[src/aicr_cfg.svh]
// Register offsets, field positions, reset values and timing for the audio input config bank
`ifndef AICR_CFG_SVH
`define AICR_CFG_SVH
// Printed offsets are not all word multiples, so they are indices; byte address is index*4
`define AICR_IDX_FIFO_MODE 12'hB2C
`define AICR_IDX_MAN_B0 12'hB30
`define AICR_IDX_MAN_B1 12'hB31
`define AICR_IDX_MAN_B2 12'hB32
`define AICR_IDX_MAN_B3 12'hB33
`define AICR_IDX_AUD_CFG 12'hB35
`define AICR_IDX_CAL_MUL 12'hB36
`define AICR_IDX_CAL_OFS 12'hB37
`define AICR_IDX_FILT 12'hB40
`define AICR_IDX_GAIN_L 12'hB41
`define AICR_IDX_GAIN_R 12'hB42
`define AICR_IDX_MAX_GAIN 12'hB43
`define AICR_IDX_HV_TGT 12'hB44
`define AICR_IDX_STATUS 12'hB48
// Reset values
`define AICR_RST_FIFO_MODE 8'h00
`define AICR_RST_MAN 8'h00
`define AICR_RST_AUD_CFG 8'h09
`define AICR_RST_CAL 8'h00
`define AICR_RST_FILT 8'hFB
`define AICR_RST_GAIN 8'h20
`define AICR_RST_MAX_GAIN 8'h33
`define AICR_RST_HV_TGT 8'h60
// Field positions
`define AICR_FIFO_MAN_BIT 0
`define AICR_CFG_TRIM_BYP_BIT 3
`define AICR_CFG_SWAP_BIT 4
`define AICR_FILT_HPF_BYP_BIT 4
`define AICR_FILT_ALC_BYP_BIT 5
`define AICR_FILT_LPF_BYP_BIT 6
`define AICR_FILT_DDS_BIT 7
`define AICR_GAIN_AUTO_BIT 7
// Slave answers one cycle after taking a request
`define AICR_RESP_CYCLES 1
`endif

[src/aicr_pkg.sv]
// Types shared by the audio input config bank
package aicr_pkg;
   // Per-channel gain settings as seen by the level control
   typedef struct packed {
      logic auto_mode;
      logic [5:0] manual_gain;
      logic [6:0] min_gain;
   } aicr_gain_t;
   // Path controls handed to the datapath
   typedef struct packed {
      logic fifo_manual;
      logic swap_lr;
      logic trim_bypass;
      logic [7:0] cal_mul;
      logic [7:0] cal_offset;
      logic [3:0] hpf_adjust;
      logic hpf_bypass;
      logic alc_bypass;
      logic lpf_bypass;
      logic double_decim;
      logic [6:0] max_gain;
      logic [5:0] hv_target_int;
      logic hv_target_frac;
   } aicr_path_t;
   // Write side state of the bus slave
   typedef enum logic [1:0] {
      AICR_W_IDLE = 2'b00,
      AICR_W_RESP = 2'b01
   } aicr_wstate_t;
endpackage

[src/aicr_top.sv]
// AXI4-Lite register bank for the audio input path configuration
//
// How it works
// - Bit 0 of fifo_mode_select: 0 automatic FIFO, 1 software-fed manual.
// - Four write-only byte registers form the manual word, lowest address bits 7:0.
// - Audio config bit 4 swaps left and right input channels.
// - Audio config bit 3 skips the ADC trim with multiplier and offset.
// - Filter bypass bits 3:0 adjust the high-pass filter output.
// - Filter bypass bit 4 routes samples around the high-pass filter.
// - Filter bypass bit 5 skips the automatic level control.
// - Filter bypass bit 6 bypasses the low-pass filter.
// - Filter bypass bit 7 adds a factor-two decimation.
// - Gain register bit 7 selects automatic level control per channel.
// - In manual mode bits 5:0 give the channel digital gain.
// - In automatic mode bits 6:0 are the channel minimum gain.
// - In automatic mode the shared register caps gain at seven bits.
// - High volume target: bits 6:1 integer dB, bit 0 fraction.
`timescale 1ns/1ps
`include "aicr_cfg.svh"
module aicr_top
   import aicr_pkg::*;
#(
   parameter int ADDR_W = 14
)
(
   input wire logic aclk,
   input wire logic aresetn,
   input wire logic [ADDR_W-1:0] s_axi_awaddr,
   input wire logic [2:0] s_axi_awprot,
   input wire logic s_axi_awvalid,
   output logic s_axi_awready,
   input wire logic [31:0] s_axi_wdata,
   input wire logic [3:0] s_axi_wstrb,
   input wire logic s_axi_wvalid,
   output logic s_axi_wready,
   output logic [1:0] s_axi_bresp,
   output logic s_axi_bvalid,
   input wire logic s_axi_bready,
   input wire logic [ADDR_W-1:0] s_axi_araddr,
   input wire logic [2:0] s_axi_arprot,
   input wire logic s_axi_arvalid,
   output logic s_axi_arready,
   output logic [31:0] s_axi_rdata,
   output logic [1:0] s_axi_rresp,
   output logic s_axi_rvalid,
   input wire logic s_axi_rready,
   output aicr_path_t path_cfg,
   output aicr_gain_t gain_left,
   output aicr_gain_t gain_right,
   output logic [31:0] fifo_word,
   output logic fifo_push
);
   // Index decoding needs all twelve index bits plus the byte lane bits
   // A narrower address bus is refused at elaboration rather than left to alias registers
   if (ADDR_W < 14)
   begin
      $error("ADDR_W must be at least 14");
   end

   // Bus response codes
   localparam logic [1:0] RESP_OKAY = 2'b00;
   localparam logic [1:0] RESP_SLVERR = 2'b10;

   // Word index from a byte address
   function automatic logic [11:0] word_idx(input logic [ADDR_W-1:0] a);
      word_idx = a[13:2];
   endfunction

   // Stored register images; each register holds one byte
   logic [7:0] fifo_mode_r;
   logic [7:0] aud_cfg_r;
   logic [7:0] cal_mul_r;
   logic [7:0] cal_ofs_r;
   logic [7:0] filt_r;
   logic [7:0] gain_l_r;
   logic [7:0] gain_r_r;
   logic [7:0] max_gain_r;
   logic [7:0] hv_tgt_r;

   // Write channel capture: address and data may arrive in either order
   logic aw_have_r;
   logic w_have_r;
   logic [ADDR_W-1:0] aw_addr_r;
   logic [31:0] w_data_r;
   logic [3:0] w_strb_r;
   logic bvalid_r;
   logic [1:0] bresp_r;
   aicr_wstate_t wstate_r;

   assign s_axi_awready = !aw_have_r && (wstate_r == AICR_W_IDLE);
   assign s_axi_wready = !w_have_r && (wstate_r == AICR_W_IDLE);
   wire aw_fire = s_axi_awvalid && s_axi_awready;
   wire w_fire = s_axi_wvalid && s_axi_wready;

   // Current address and data, whether just taken or held
   wire [ADDR_W-1:0] wa_cur = aw_have_r ? aw_addr_r : s_axi_awaddr;
   wire [31:0] wd_cur = w_have_r ? w_data_r : s_axi_wdata;
   wire [3:0] ws_cur = w_have_r ? w_strb_r : s_axi_wstrb;
   wire aw_ok = aw_have_r || aw_fire;
   wire w_ok = w_have_r || w_fire;
   wire do_write = aw_ok && w_ok && (wstate_r == AICR_W_IDLE);
   wire [11:0] widx = word_idx(wa_cur);
   // Only byte lane 0 carries register data; other lanes are ignored
   wire lane0 = ws_cur[0];
   wire [7:0] wbyte = wd_cur[7:0];

   // Write decode
   wire hit_fifo_mode = widx == `AICR_IDX_FIFO_MODE;
   wire hit_man_b0 = widx == `AICR_IDX_MAN_B0;
   wire hit_man_b1 = widx == `AICR_IDX_MAN_B1;
   wire hit_man_b2 = widx == `AICR_IDX_MAN_B2;
   wire hit_man_b3 = widx == `AICR_IDX_MAN_B3;
   wire hit_aud_cfg = widx == `AICR_IDX_AUD_CFG;
   wire hit_cal_mul = widx == `AICR_IDX_CAL_MUL;
   wire hit_cal_ofs = widx == `AICR_IDX_CAL_OFS;
   wire hit_filt = widx == `AICR_IDX_FILT;
   wire hit_gain_l = widx == `AICR_IDX_GAIN_L;
   wire hit_gain_r = widx == `AICR_IDX_GAIN_R;
   wire hit_max_gain = widx == `AICR_IDX_MAX_GAIN;
   wire hit_hv_tgt = widx == `AICR_IDX_HV_TGT;
   wire hit_man = hit_man_b0 | hit_man_b1 | hit_man_b2 | hit_man_b3;
   wire w_mapped = hit_fifo_mode | hit_man | hit_aud_cfg | hit_cal_mul | hit_cal_ofs |
                   hit_filt | hit_gain_l | hit_gain_r | hit_max_gain | hit_hv_tgt;
   // A write to a mapped register without lane 0 still completes with OKAY but stores nothing
   wire wr_en = do_write && lane0;

   // Write handshake and response
   always_ff @(posedge aclk)
   begin
      if (!aresetn)
      begin
         aw_have_r <= 1'b0;
         w_have_r <= 1'b0;
         aw_addr_r <= '0;
         w_data_r <= 32'h0000_0000;
         w_strb_r <= 4'h0;
         bvalid_r <= 1'b0;
         bresp_r <= RESP_OKAY;
         wstate_r <= AICR_W_IDLE;
      end
      else
      begin
         unique case (wstate_r)
            AICR_W_IDLE:
            begin
               if (aw_fire)
                  aw_addr_r <= s_axi_awaddr;
               if (w_fire)
               begin
                  w_data_r <= s_axi_wdata;
                  w_strb_r <= s_axi_wstrb;
               end
               if (do_write)
               begin
                  aw_have_r <= 1'b0;
                  w_have_r <= 1'b0;
                  bvalid_r <= 1'b1;
                  bresp_r <= w_mapped ? RESP_OKAY : RESP_SLVERR;
                  wstate_r <= AICR_W_RESP;
               end
               else
               begin
                  aw_have_r <= aw_ok;
                  w_have_r <= w_ok;
               end
            end
            AICR_W_RESP:
            begin
               if (s_axi_bready)
               begin
                  bvalid_r <= 1'b0;
                  wstate_r <= AICR_W_IDLE;
               end
            end
            // Unused state codes fall back to idle with no response pending
            default:
            begin
               bvalid_r <= 1'b0;
               wstate_r <= AICR_W_IDLE;
            end
         endcase
      end
   end
   // Response straight from flops, so it cannot glitch while the master waits
   assign s_axi_bvalid = bvalid_r;
   assign s_axi_bresp = bresp_r;

   // Register storage; reserved upper bits of narrow fields are kept as written
   // Manual byte indices have no storage here; the collector keeps them
   always_ff @(posedge aclk)
   begin
      if (!aresetn)
      begin
         fifo_mode_r <= `AICR_RST_FIFO_MODE;
         aud_cfg_r <= `AICR_RST_AUD_CFG;
         cal_mul_r <= `AICR_RST_CAL;
         cal_ofs_r <= `AICR_RST_CAL;
         filt_r <= `AICR_RST_FILT;
         gain_l_r <= `AICR_RST_GAIN;
         gain_r_r <= `AICR_RST_GAIN;
         max_gain_r <= `AICR_RST_MAX_GAIN;
         hv_tgt_r <= `AICR_RST_HV_TGT;
      end
      else if (wr_en)
      begin
         if (hit_fifo_mode)
            fifo_mode_r <= wbyte;
         if (hit_aud_cfg)
            aud_cfg_r <= wbyte;
         if (hit_cal_mul)
            cal_mul_r <= wbyte;
         if (hit_cal_ofs)
            cal_ofs_r <= wbyte;
         if (hit_filt)
            filt_r <= wbyte;
         if (hit_gain_l)
            gain_l_r <= wbyte;
         if (hit_gain_r)
            gain_r_r <= wbyte;
         if (hit_max_gain)
            max_gain_r <= wbyte;
         if (hit_hv_tgt)
            hv_tgt_r <= wbyte;
      end
   end

   wire man_mode = fifo_mode_r[`AICR_FIFO_MAN_BIT];
   wire [3:0] man_we = {4{wr_en}} & {hit_man_b3, hit_man_b2, hit_man_b1, hit_man_b0};
   // Collection state, mirrored in the status register for software
   logic [2:0] man_pending;

   aicr_word_asm u_word_asm (
      .aclk(aclk),
      .aresetn(aresetn),
      .manual_en(man_mode),
      .byte_we(man_we),
      .byte_data(wbyte),
      .word_data(fifo_word),
      .word_push(fifo_push),
      .pending(man_pending)
   );

   // Path controls out to the datapath
   always_comb
   begin
      path_cfg.fifo_manual = man_mode;
      path_cfg.swap_lr = aud_cfg_r[`AICR_CFG_SWAP_BIT];
      path_cfg.trim_bypass = aud_cfg_r[`AICR_CFG_TRIM_BYP_BIT];
      path_cfg.cal_mul = cal_mul_r;
      path_cfg.cal_offset = cal_ofs_r;
      path_cfg.hpf_adjust = filt_r[3:0];
      path_cfg.hpf_bypass = filt_r[`AICR_FILT_HPF_BYP_BIT];
      path_cfg.alc_bypass = filt_r[`AICR_FILT_ALC_BYP_BIT];
      path_cfg.lpf_bypass = filt_r[`AICR_FILT_LPF_BYP_BIT];
      path_cfg.double_decim = filt_r[`AICR_FILT_DDS_BIT];
      path_cfg.max_gain = max_gain_r[6:0];
      path_cfg.hv_target_int = hv_tgt_r[6:1];
      path_cfg.hv_target_frac = hv_tgt_r[0];
   end

   // Per-channel gain fields; both views, bits 5:0 and bits 6:0, are offered, mode picks the user
   always_comb
   begin
      gain_left.auto_mode = gain_l_r[`AICR_GAIN_AUTO_BIT];
      gain_right.auto_mode = gain_r_r[`AICR_GAIN_AUTO_BIT];
      gain_left.manual_gain = gain_l_r[5:0];
      gain_right.manual_gain = gain_r_r[5:0];
      gain_left.min_gain = gain_l_r[6:0];
      gain_right.min_gain = gain_r_r[6:0];
   end

   // Read channel: byte registers read back, manual bytes read as zero
   // Reads and writes run side by side and share no handshake state
   logic rvalid_r;
   logic [31:0] rdata_r;
   logic [1:0] rresp_r;
   // No new address while an answer waits, so rdata cannot move under a slow master
   assign s_axi_arready = !rvalid_r;
   wire ar_fire = s_axi_arvalid && s_axi_arready;
   wire [11:0] ridx = word_idx(s_axi_araddr);
   logic [7:0] rbyte;
   logic r_mapped;
   always_comb
   begin
      rbyte = 8'h00;
      r_mapped = 1'b1;
      unique case (ridx)
         `AICR_IDX_FIFO_MODE: rbyte = fifo_mode_r;
         `AICR_IDX_MAN_B0, `AICR_IDX_MAN_B1, `AICR_IDX_MAN_B2, `AICR_IDX_MAN_B3: rbyte = 8'h00;
         `AICR_IDX_AUD_CFG: rbyte = aud_cfg_r;
         `AICR_IDX_CAL_MUL: rbyte = cal_mul_r;
         `AICR_IDX_CAL_OFS: rbyte = cal_ofs_r;
         `AICR_IDX_FILT: rbyte = filt_r;
         `AICR_IDX_GAIN_L: rbyte = gain_l_r;
         `AICR_IDX_GAIN_R: rbyte = gain_r_r;
         `AICR_IDX_MAX_GAIN: rbyte = max_gain_r;
         `AICR_IDX_HV_TGT: rbyte = hv_tgt_r;
         // Shows which lower manual bytes are collected
         `AICR_IDX_STATUS: rbyte = {5'h00, man_pending};
         default: r_mapped = 1'b0;
      endcase
   end

   // Read answer held until taken
   always_ff @(posedge aclk)
   begin
      if (!aresetn)
      begin
         rvalid_r <= 1'b0;
         rdata_r <= 32'h0000_0000;
         rresp_r <= RESP_OKAY;
      end
      else if (ar_fire)
      begin
         rvalid_r <= 1'b1;
         rdata_r <= {24'h00_0000, rbyte};
         rresp_r <= r_mapped ? RESP_OKAY : RESP_SLVERR;
      end
      else if (s_axi_rready)
         rvalid_r <= 1'b0;
   end
   // Read outputs come straight from the answer flops
   assign s_axi_rvalid = rvalid_r;
   assign s_axi_rdata = rdata_r;
   assign s_axi_rresp = rresp_r;
endmodule

[src/aicr_word_asm.sv]
// Assembles four byte writes into one manual FIFO word and pushes it
`timescale 1ns/1ps
module aicr_word_asm
   import aicr_pkg::*;
(
   input wire logic aclk,
   input wire logic aresetn,
   input wire logic manual_en,
   input wire logic [3:0] byte_we,
   input wire logic [7:0] byte_data,
   output logic [31:0] word_data,
   output logic word_push,
   output logic [2:0] pending
);
   logic [31:0] word_r;
   logic [2:0] seen_r;
   logic push_r;
   wire lanes_full = &seen_r;
   wire push_nxt = manual_en && byte_we[3] && lanes_full;
   always_ff @(posedge aclk)
   begin
      if (!aresetn)
      begin
         word_r <= 32'h0000_0000;
         seen_r <= 3'h0;
         push_r <= 1'b0;
      end
      else
      begin
         push_r <= push_nxt;
         for (int i = 0; i < 4; i++)
            if (byte_we[i] && manual_en)
               word_r[i*8 +: 8] <= byte_data;
         // A top byte write restarts collection, pushed or not
         if (!manual_en || byte_we[3])
            seen_r <= 3'h0;
         else
            seen_r <= seen_r | byte_we[2:0];
      end
   end
   assign word_data = word_r;
   assign word_push = push_r;
   assign pending = seen_r;
endmodule

[config.mk]
export PLATFORM = sky130hd
export DESIGN_NAME = aicr_top
export DESIGN_NICKNAME = d
export VERILOG_FILES = /design/src/aicr_pkg.sv /design/src/aicr_top.sv /design/src/aicr_word_asm.sv
export VERILOG_INCLUDE_DIRS = /design/src
export SDC_FILE = /design/constraint.sdc
export NUM_CORES = 1
export LEC_CHECK = 0
export BUFFER_PORTS_ARGS = -buffer_cell sky130_fd_sc_hd__buf_2
export CAP_MARGIN = 40
export CORE_MARGIN = 2
export CORE_UTILIZATION = 40
export DETAILED_ROUTE_END_ITERATION = 6
export PLACE_DENSITY = 0.65
export SETUP_SLACK_MARGIN = 0.15
export SLEW_MARGIN = 30
export SYNTH_ARGS = -nofsm -noshare
export SYNTH_HDL_FRONTEND = slang
export SYNTH_SLANG_ARGS = --single-unit
[constraint.sdc]
create_clock -name aclk -period 6.1 [get_ports aclk]
set_input_delay 0.61 -clock aclk [delete_from_list [all_inputs] [get_ports aclk]]
set_output_delay 0.61 -clock aclk [all_outputs]
set_load 0.005 [all_outputs]
Word level (Yosys, flattened, before mapping)
Index checks and enable logic that the tools add are counted.

Input port bits: 77. Bits in read-only memories: 0. Bits in registers: 149. Bits in latches: 0. Memories kept: 0. Output and inout port bits: 143. Memory bits (writable): 0.

Add/subtract/negate cells: 0. Equal/unequal tests: 30. $lt $le $gt $ge: 0. Shift-type cells: 0. Reductions and logical operators: 38. Bitwise gates (word level): 15. Multiplexer cells: 17. Divide/modulo/power cells: 0. Multipliers: 0.

Operators by type and width (number): equality test 12 bit (second input constant) (27); case mux 8 bit (10 select lines) (1); AND reduction 2 bit (13); 2-to-1 mux 14 bit (1); OR reduction 14 bit (1); logical AND 1 bit (13); bitwise OR 1 bit (12); 2-to-1 mux 1 bit (8); 2-to-1 mux 2 bit (4); 2-to-1 mux 8 bit (1); bitwise AND 4 bit (1); logical NOT 1 bit (4); inequality test 2 bit (second input constant) (2); case mux 2 bit (2 select lines) (1); logical OR 1 bit (3); bitwise OR 3 bit (1); AND reduction 3 bit (1); equality test 2 x 1 -> 1 bit (second input constant) (1); logical NOT 2 bit (1); case mux 1 bit (2 select lines) (1); nonzero test 2 bit (1); OR reduction 2 bit (1); inverter 1 bit (1).

Logic depth before layout (Yosys ltp)
Depth in word-level cells: 15. Gate-level depth with buffers: 9. Mapped depth without buffers: 6.

By module
Synthesis repeated with hierarchy kept, for this count alone.

Cell total of the unflattened synthesis: 764. Area total of the unflattened synthesis: 6807.8 sq um.

Modules (own cells, without submodules): aicr_top (instances 1, area each 5502.8 sq um, cells each 637); aicr_word_asm (instances 1, area each 1305.0 sq um, cells each 127).

Least setup slack after synthesis
OpenSTA, ideal clock, no wires.

Path type: input-to-reg. Start: in s_axi_araddr[4]. End: reg rdata_r[1], in the netlist s_axi_rdata[1]. Data required time: 5964 ps. Arrival time: 1887 ps. Setup time: 136 ps. Stages: 8. Slack: 4077 ps. Cells stage by stage: clkbuf_1 > buf_1 > mux2i_1 > o22ai_1 > nand3_1 > o2111ai_1 > a21oi_1 > o21ai_1.

Longest elaborated chain between the ends: 2.

Ends and longest elaborated chain: start: declaration (line aicr_top.sv:39) `input wire logic [ADDR_W-1:0] s_axi_araddr,`; equality test 12 bit (line aicr_top.sv:287) `unique case (ridx)`; case mux 8 bit (10 select lines) (*) (line aicr_top.sv:287); end signal: assignment (line aicr_top.sv:316) `rdata_r <= {24'h00_0000, rbyte};`; end: declaration (line aicr_top.sv:275) `logic [31:0] rdata_r;`.

Mark *: on every way between the ends. The rest lies on a longest branch, timed or not. A chain may end at the register's enable or synchronous reset.

Worst setup path after layout
Start: reg w_have_r. End: reg cal_mul_r[2].

Longest elaborated chain between the ends: 8.

Ends and longest elaborated chain: start: declaration (line aicr_top.sv:82) `logic w_have_r;`; start signal: assignment (line aicr_top.sv:164) `w_have_r <= w_ok;`; logical NOT 1 bit (line aicr_top.sv:91) `assign s_axi_wready = !w_have_r && (wstate_r == AICR_W_IDLE);`; logical AND 1 bit (line aicr_top.sv:91); logical AND 1 bit (line aicr_top.sv:93) `wire w_fire = s_axi_wvalid && s_axi_wready;`; logical OR 1 bit (line aicr_top.sv:100) `wire w_ok = w_have_r || w_fire;`; logical AND 1 bit (2 in series) (line aicr_top.sv:101) `wire do_write = aw_ok && w_ok && (wstate_r == AICR_W_IDLE);`; logical AND 1 bit (line aicr_top.sv:125) `wire wr_en = do_write && lane0;`; AND reduction 2 bit (no source line); end signal: assignment (line aicr_top.sv:196) `` cal_mul_r <= `AICR_RST_CAL; ``; end signal: assignment (line aicr_top.sv:211) `cal_mul_r <= wbyte;`; end: declaration (line aicr_top.sv:72) `logic [7:0] cal_mul_r;`.

Several ways; a longest one is shown, not always the timed one.

==> results.sh <==
export IMPL_rsz0062_at_grt="no"
export IMPL_peakVddDrop_uv=189
export IMPL_numCtsBuffers=17
export IMPL_synth_seq_cells=143
export IMPL_cts_hold_buf=0
export IMPL_viasPerCell=5.20
export IMPL_drc=0
export IMPL_min_delay_path_class="in2reg"
export IMPL_core_area_um2=16600
export IMPL_synth_area_top_cells="dfxtp_1 (42%), mux2i_1 (14%), buf_4 (6.7%)"
export IMPL_p_sw_uw=517
export IMPL_p_clk_frac=0.455
export IMPL_wl_mm=19.3
export IMPL_port_buffers=156
export IMPL_avgSynthCellArea_um2=8.89
export IMPL_nets=955
export IMPL_crit_arrival_ns=3.00
export IMPL_grt_pass1_vias=5350
export IMPL_postLayoutCoreUtil=0.480
export IMPL_critPathRequiredTime_ns=6.39
export IMPL_maxCapViolCount=0
export IMPL_hold_start="s_axi_rready"
export IMPL_die_width_um=135
export IMPL_drt_wirelength_per_cell_um=17.4
export IMPL_startpoint_type="flip-flop"
export IMPL_finClkSkew_ns=0.00681
export IMPL_synth_edf_count=0
export IMPL_gp_congestion=0.823
export IMPL_antenna_found_initial=0
export IMPL_reg2reg_from="w_have_r"
export IMPL_dieArea_um2=18100
export IMPL_slew_viol_final=0
export IMPL_combinationalPowerShare=0.089
export IMPL_worst_slew_margin_rel=0.478
export IMPL_cts_root_buf="clkbuf_16"
export IMPL_switching_share=0.245
export IMPL_synth_cell_types=67
export IMPL_endpoint_kind="flip-flop"
export IMPL_post_cts_buffers=0
export IMPL_async_reset_ff_frac=0
export IMPL_grt_pass1_wl_mm=30.2
export IMPL_initialDrtViolationCount=481
export IMPL_num_rows=47
export IMPL_yosysTopAreaCell="dfxtp_1"
export IMPL_initial_core_util=0.410
export IMPL_area_delta_synth_final_pct=17.1
export IMPL_final_period_utilization=0.445
export IMPL_syn_cell_area_um2=6820
export IMPL_status="completed"
export IMPL_critical_path_class="reg2reg"
export IMPL_cts_buffer_depth=2
export IMPL_critical_path_startpoint="w_have_r"
export IMPL_synth_top_area_frac=0.420
export IMPL_hold_viol=0
export IMPL_fp_dieH_um=135
export IMPL_pwr_share_seq=0.456
export IMPL_p_leak_nw=3.60
export IMPL_layout_drive_gt1_share=0.259
export IMPL_dp_hpwl_mm=13.6
export IMPL_setup_tns_ns=0
export IMPL_cpPeakStageDelay_ns=0.67
export IMPL_drtAntennaViolNets=0
export IMPL_cts_tree="built"
export IMPL_grt_usage=0.215
export IMPL_overflow=0
export IMPL_post_route_min_period_ns=2.72
export IMPL_p_per_area_nw_per_um2=265
export IMPL_h_tree_depth=4
export IMPL_clkTransAtPathRegs_ns=0.06
export IMPL_ys_warn_count=0
export IMPL_synthFlopType="dfxtp_1"
export IMPL_grt_max_degree=53
export IMPL_clock_fmax_mhz=368
export IMPL_path_cells="nor2_1 -> nor4_4 -> nor4b_4 -> buf_4 -> nand2_1 -> nand3_1 -> o21ai_1"
export IMPL_crit_slowest_cell="dfxtp_1"
export IMPL_vias=5770
export IMPL_path_max_fanout=13
export IMPL_io_pins=220
export IMPL_clock_latency_ns=0.42
export IMPL_cts_resized=0
export IMPL_drt_pass1_iterations=5
export IMPL_internal_power_mw=1.60
export IMPL_syn_inst=767
export IMPL_max_slew_worst_pin_slew_ns=0.782
export IMPL_cts_num_sinks=143
export IMPL_yosysSeqAreaShare=0.420
export IMPL_antenna_cells=0
export IMPL_finalSetupViolations=0
-- cell usage after synthesis, drive strengths merged (2+ instances only) --
master   count
dfxtp      143
nand2      111
mux2i       94
nor2        76
buf         71
a21oi       41
o21ai       37
nand3       28
clkbuf      27
nor3        25
mux2        13
inv          8
nand2b       7
nor2b        7
a211oi       6
o22ai        6
a22oi        5
a31oi        5
nor4         4
a21o         3
a22o         3
a311oi       3
a32oi        3
and2         3
and4b        3
and4bb       3
o2111ai      3
a32o         2
and3         2
nand3b       2
nand4b       2
nor4b        2
o211ai       2
o311ai       2
or3b         2
-- cell families (layout without fill, tap and decap cells) --
group                  count (synthesis)  count (layout)  synth area share
and+or+nand+nor                      282             282             0.205
DFF                                  143             143             0.420
AOI/OAI and AO/OA                    128             128             0.121
muxes                                107             107             0.160
buffers and inverters                106             203            0.0939
other                                  1              26          0.000550
-- registers in the layout (all words and copies together) (netlist names), 3 cells and up --
register              count
hv_tgt_r                  8
gain_r_r                  8
s_axi_rdata               8
w_data_r                  8
filt_r                    8
cal_ofs_r                 8
u_word_asm.pending        3
u_word_asm.word_data     32
aw_addr_r                12
cal_mul_r                 8
max_gain_r                8
fifo_mode_r               8
gain_l_r                  8
aud_cfg_r                 8
-- per-layer routing --
layer	track usage	share of wire	vias up
met5	0	0	-
met4	0.0684	0.014	0
met3	0.0533	0.069	23
met2	0.342	0.47	231
met1	0.289	0.44	2701
li1	-	-	2815
-- layout by cell type (no fill, tap or decap), types with 4 or more instances in the layout --
master and instances:
buf_2 156, dfxtp_1 143, nand2_1 107, mux2i_1 94, nor2_1 74, a21oi_1 41
nand3_1 28, conb_1 26, nor3_1 24, o21ai_0 22, clkbuf_16 17, o21ai_1 14
mux2_2 11, inv_1 7, nor2b_1 7, buf_4 7, nand2b_1 6, a211oi_1 6
o22ai_1 5, a31oi_1 5, clkinv_2 5, nand2_4 4
-- area by class of cell --
cell class	count	area, um^2
timing repair buffer	165	856
sequential	143	2860
inverter	8	30.0
tap	220	275
clock buffer	23	478
fill	1633	8650
clock inverter	7	62.6
multi-input combinational	543	3420
-- path summary, 6_finish.rpt --
path	slack, ns	endpoint	depth (start not counted)
setup reg to reg	3.38	cal_mul_r[2]	7
hold / removal	0.37	s_axi_rvalid	2
hold reg to reg	0.44	s_axi_rdata[1]	2
setup / recovery	3.38	cal_mul_r[2]	7
-- critical path, delay by kind of cell (launching register included) --
family	cells	cell delay, ns
AOI/OAI and AO/OA	1	0.08
buffers and inverters	1	0.28
DFF	1	0.67
and+or+nand+nor	5	1.55
-- power groups by stage --
| stage | Sequential (mW) | Clock (mW) | Combinational (mW) |
|---|---|---|---|
| after floorplan | 0.977 | 0 | 0.142 |
| after global placement | 0.986 | 0 | 0.181 |
| after detailed placement | 0.987 | 0 | 0.183 |
| after CTS | 0.967 | 0.978 | 0.184 |
| after global routing | 0.966 | 1.01 | 0.208 |
| final | 0.963 | 0.962 | 0.189 |
-- metrics by stage --
step	total power [mW]	cells	instance area (um^2)	hold slack [ns]	setup slack, ns
after floorplan	1.12	792	6920	0.433	4.08
after global placement	1.17	1076	7410	0.432	3.00
after detailed placement	1.17	1077	7430	0.436	2.89
after CTS	2.13	1107	7970	0.359	2.89
after global routing	2.18	1109	7990	0.374	3.10
final	2.11	1109	7990	0.374	3.38
Note: power is estimated with default switching activity, not from simulation.
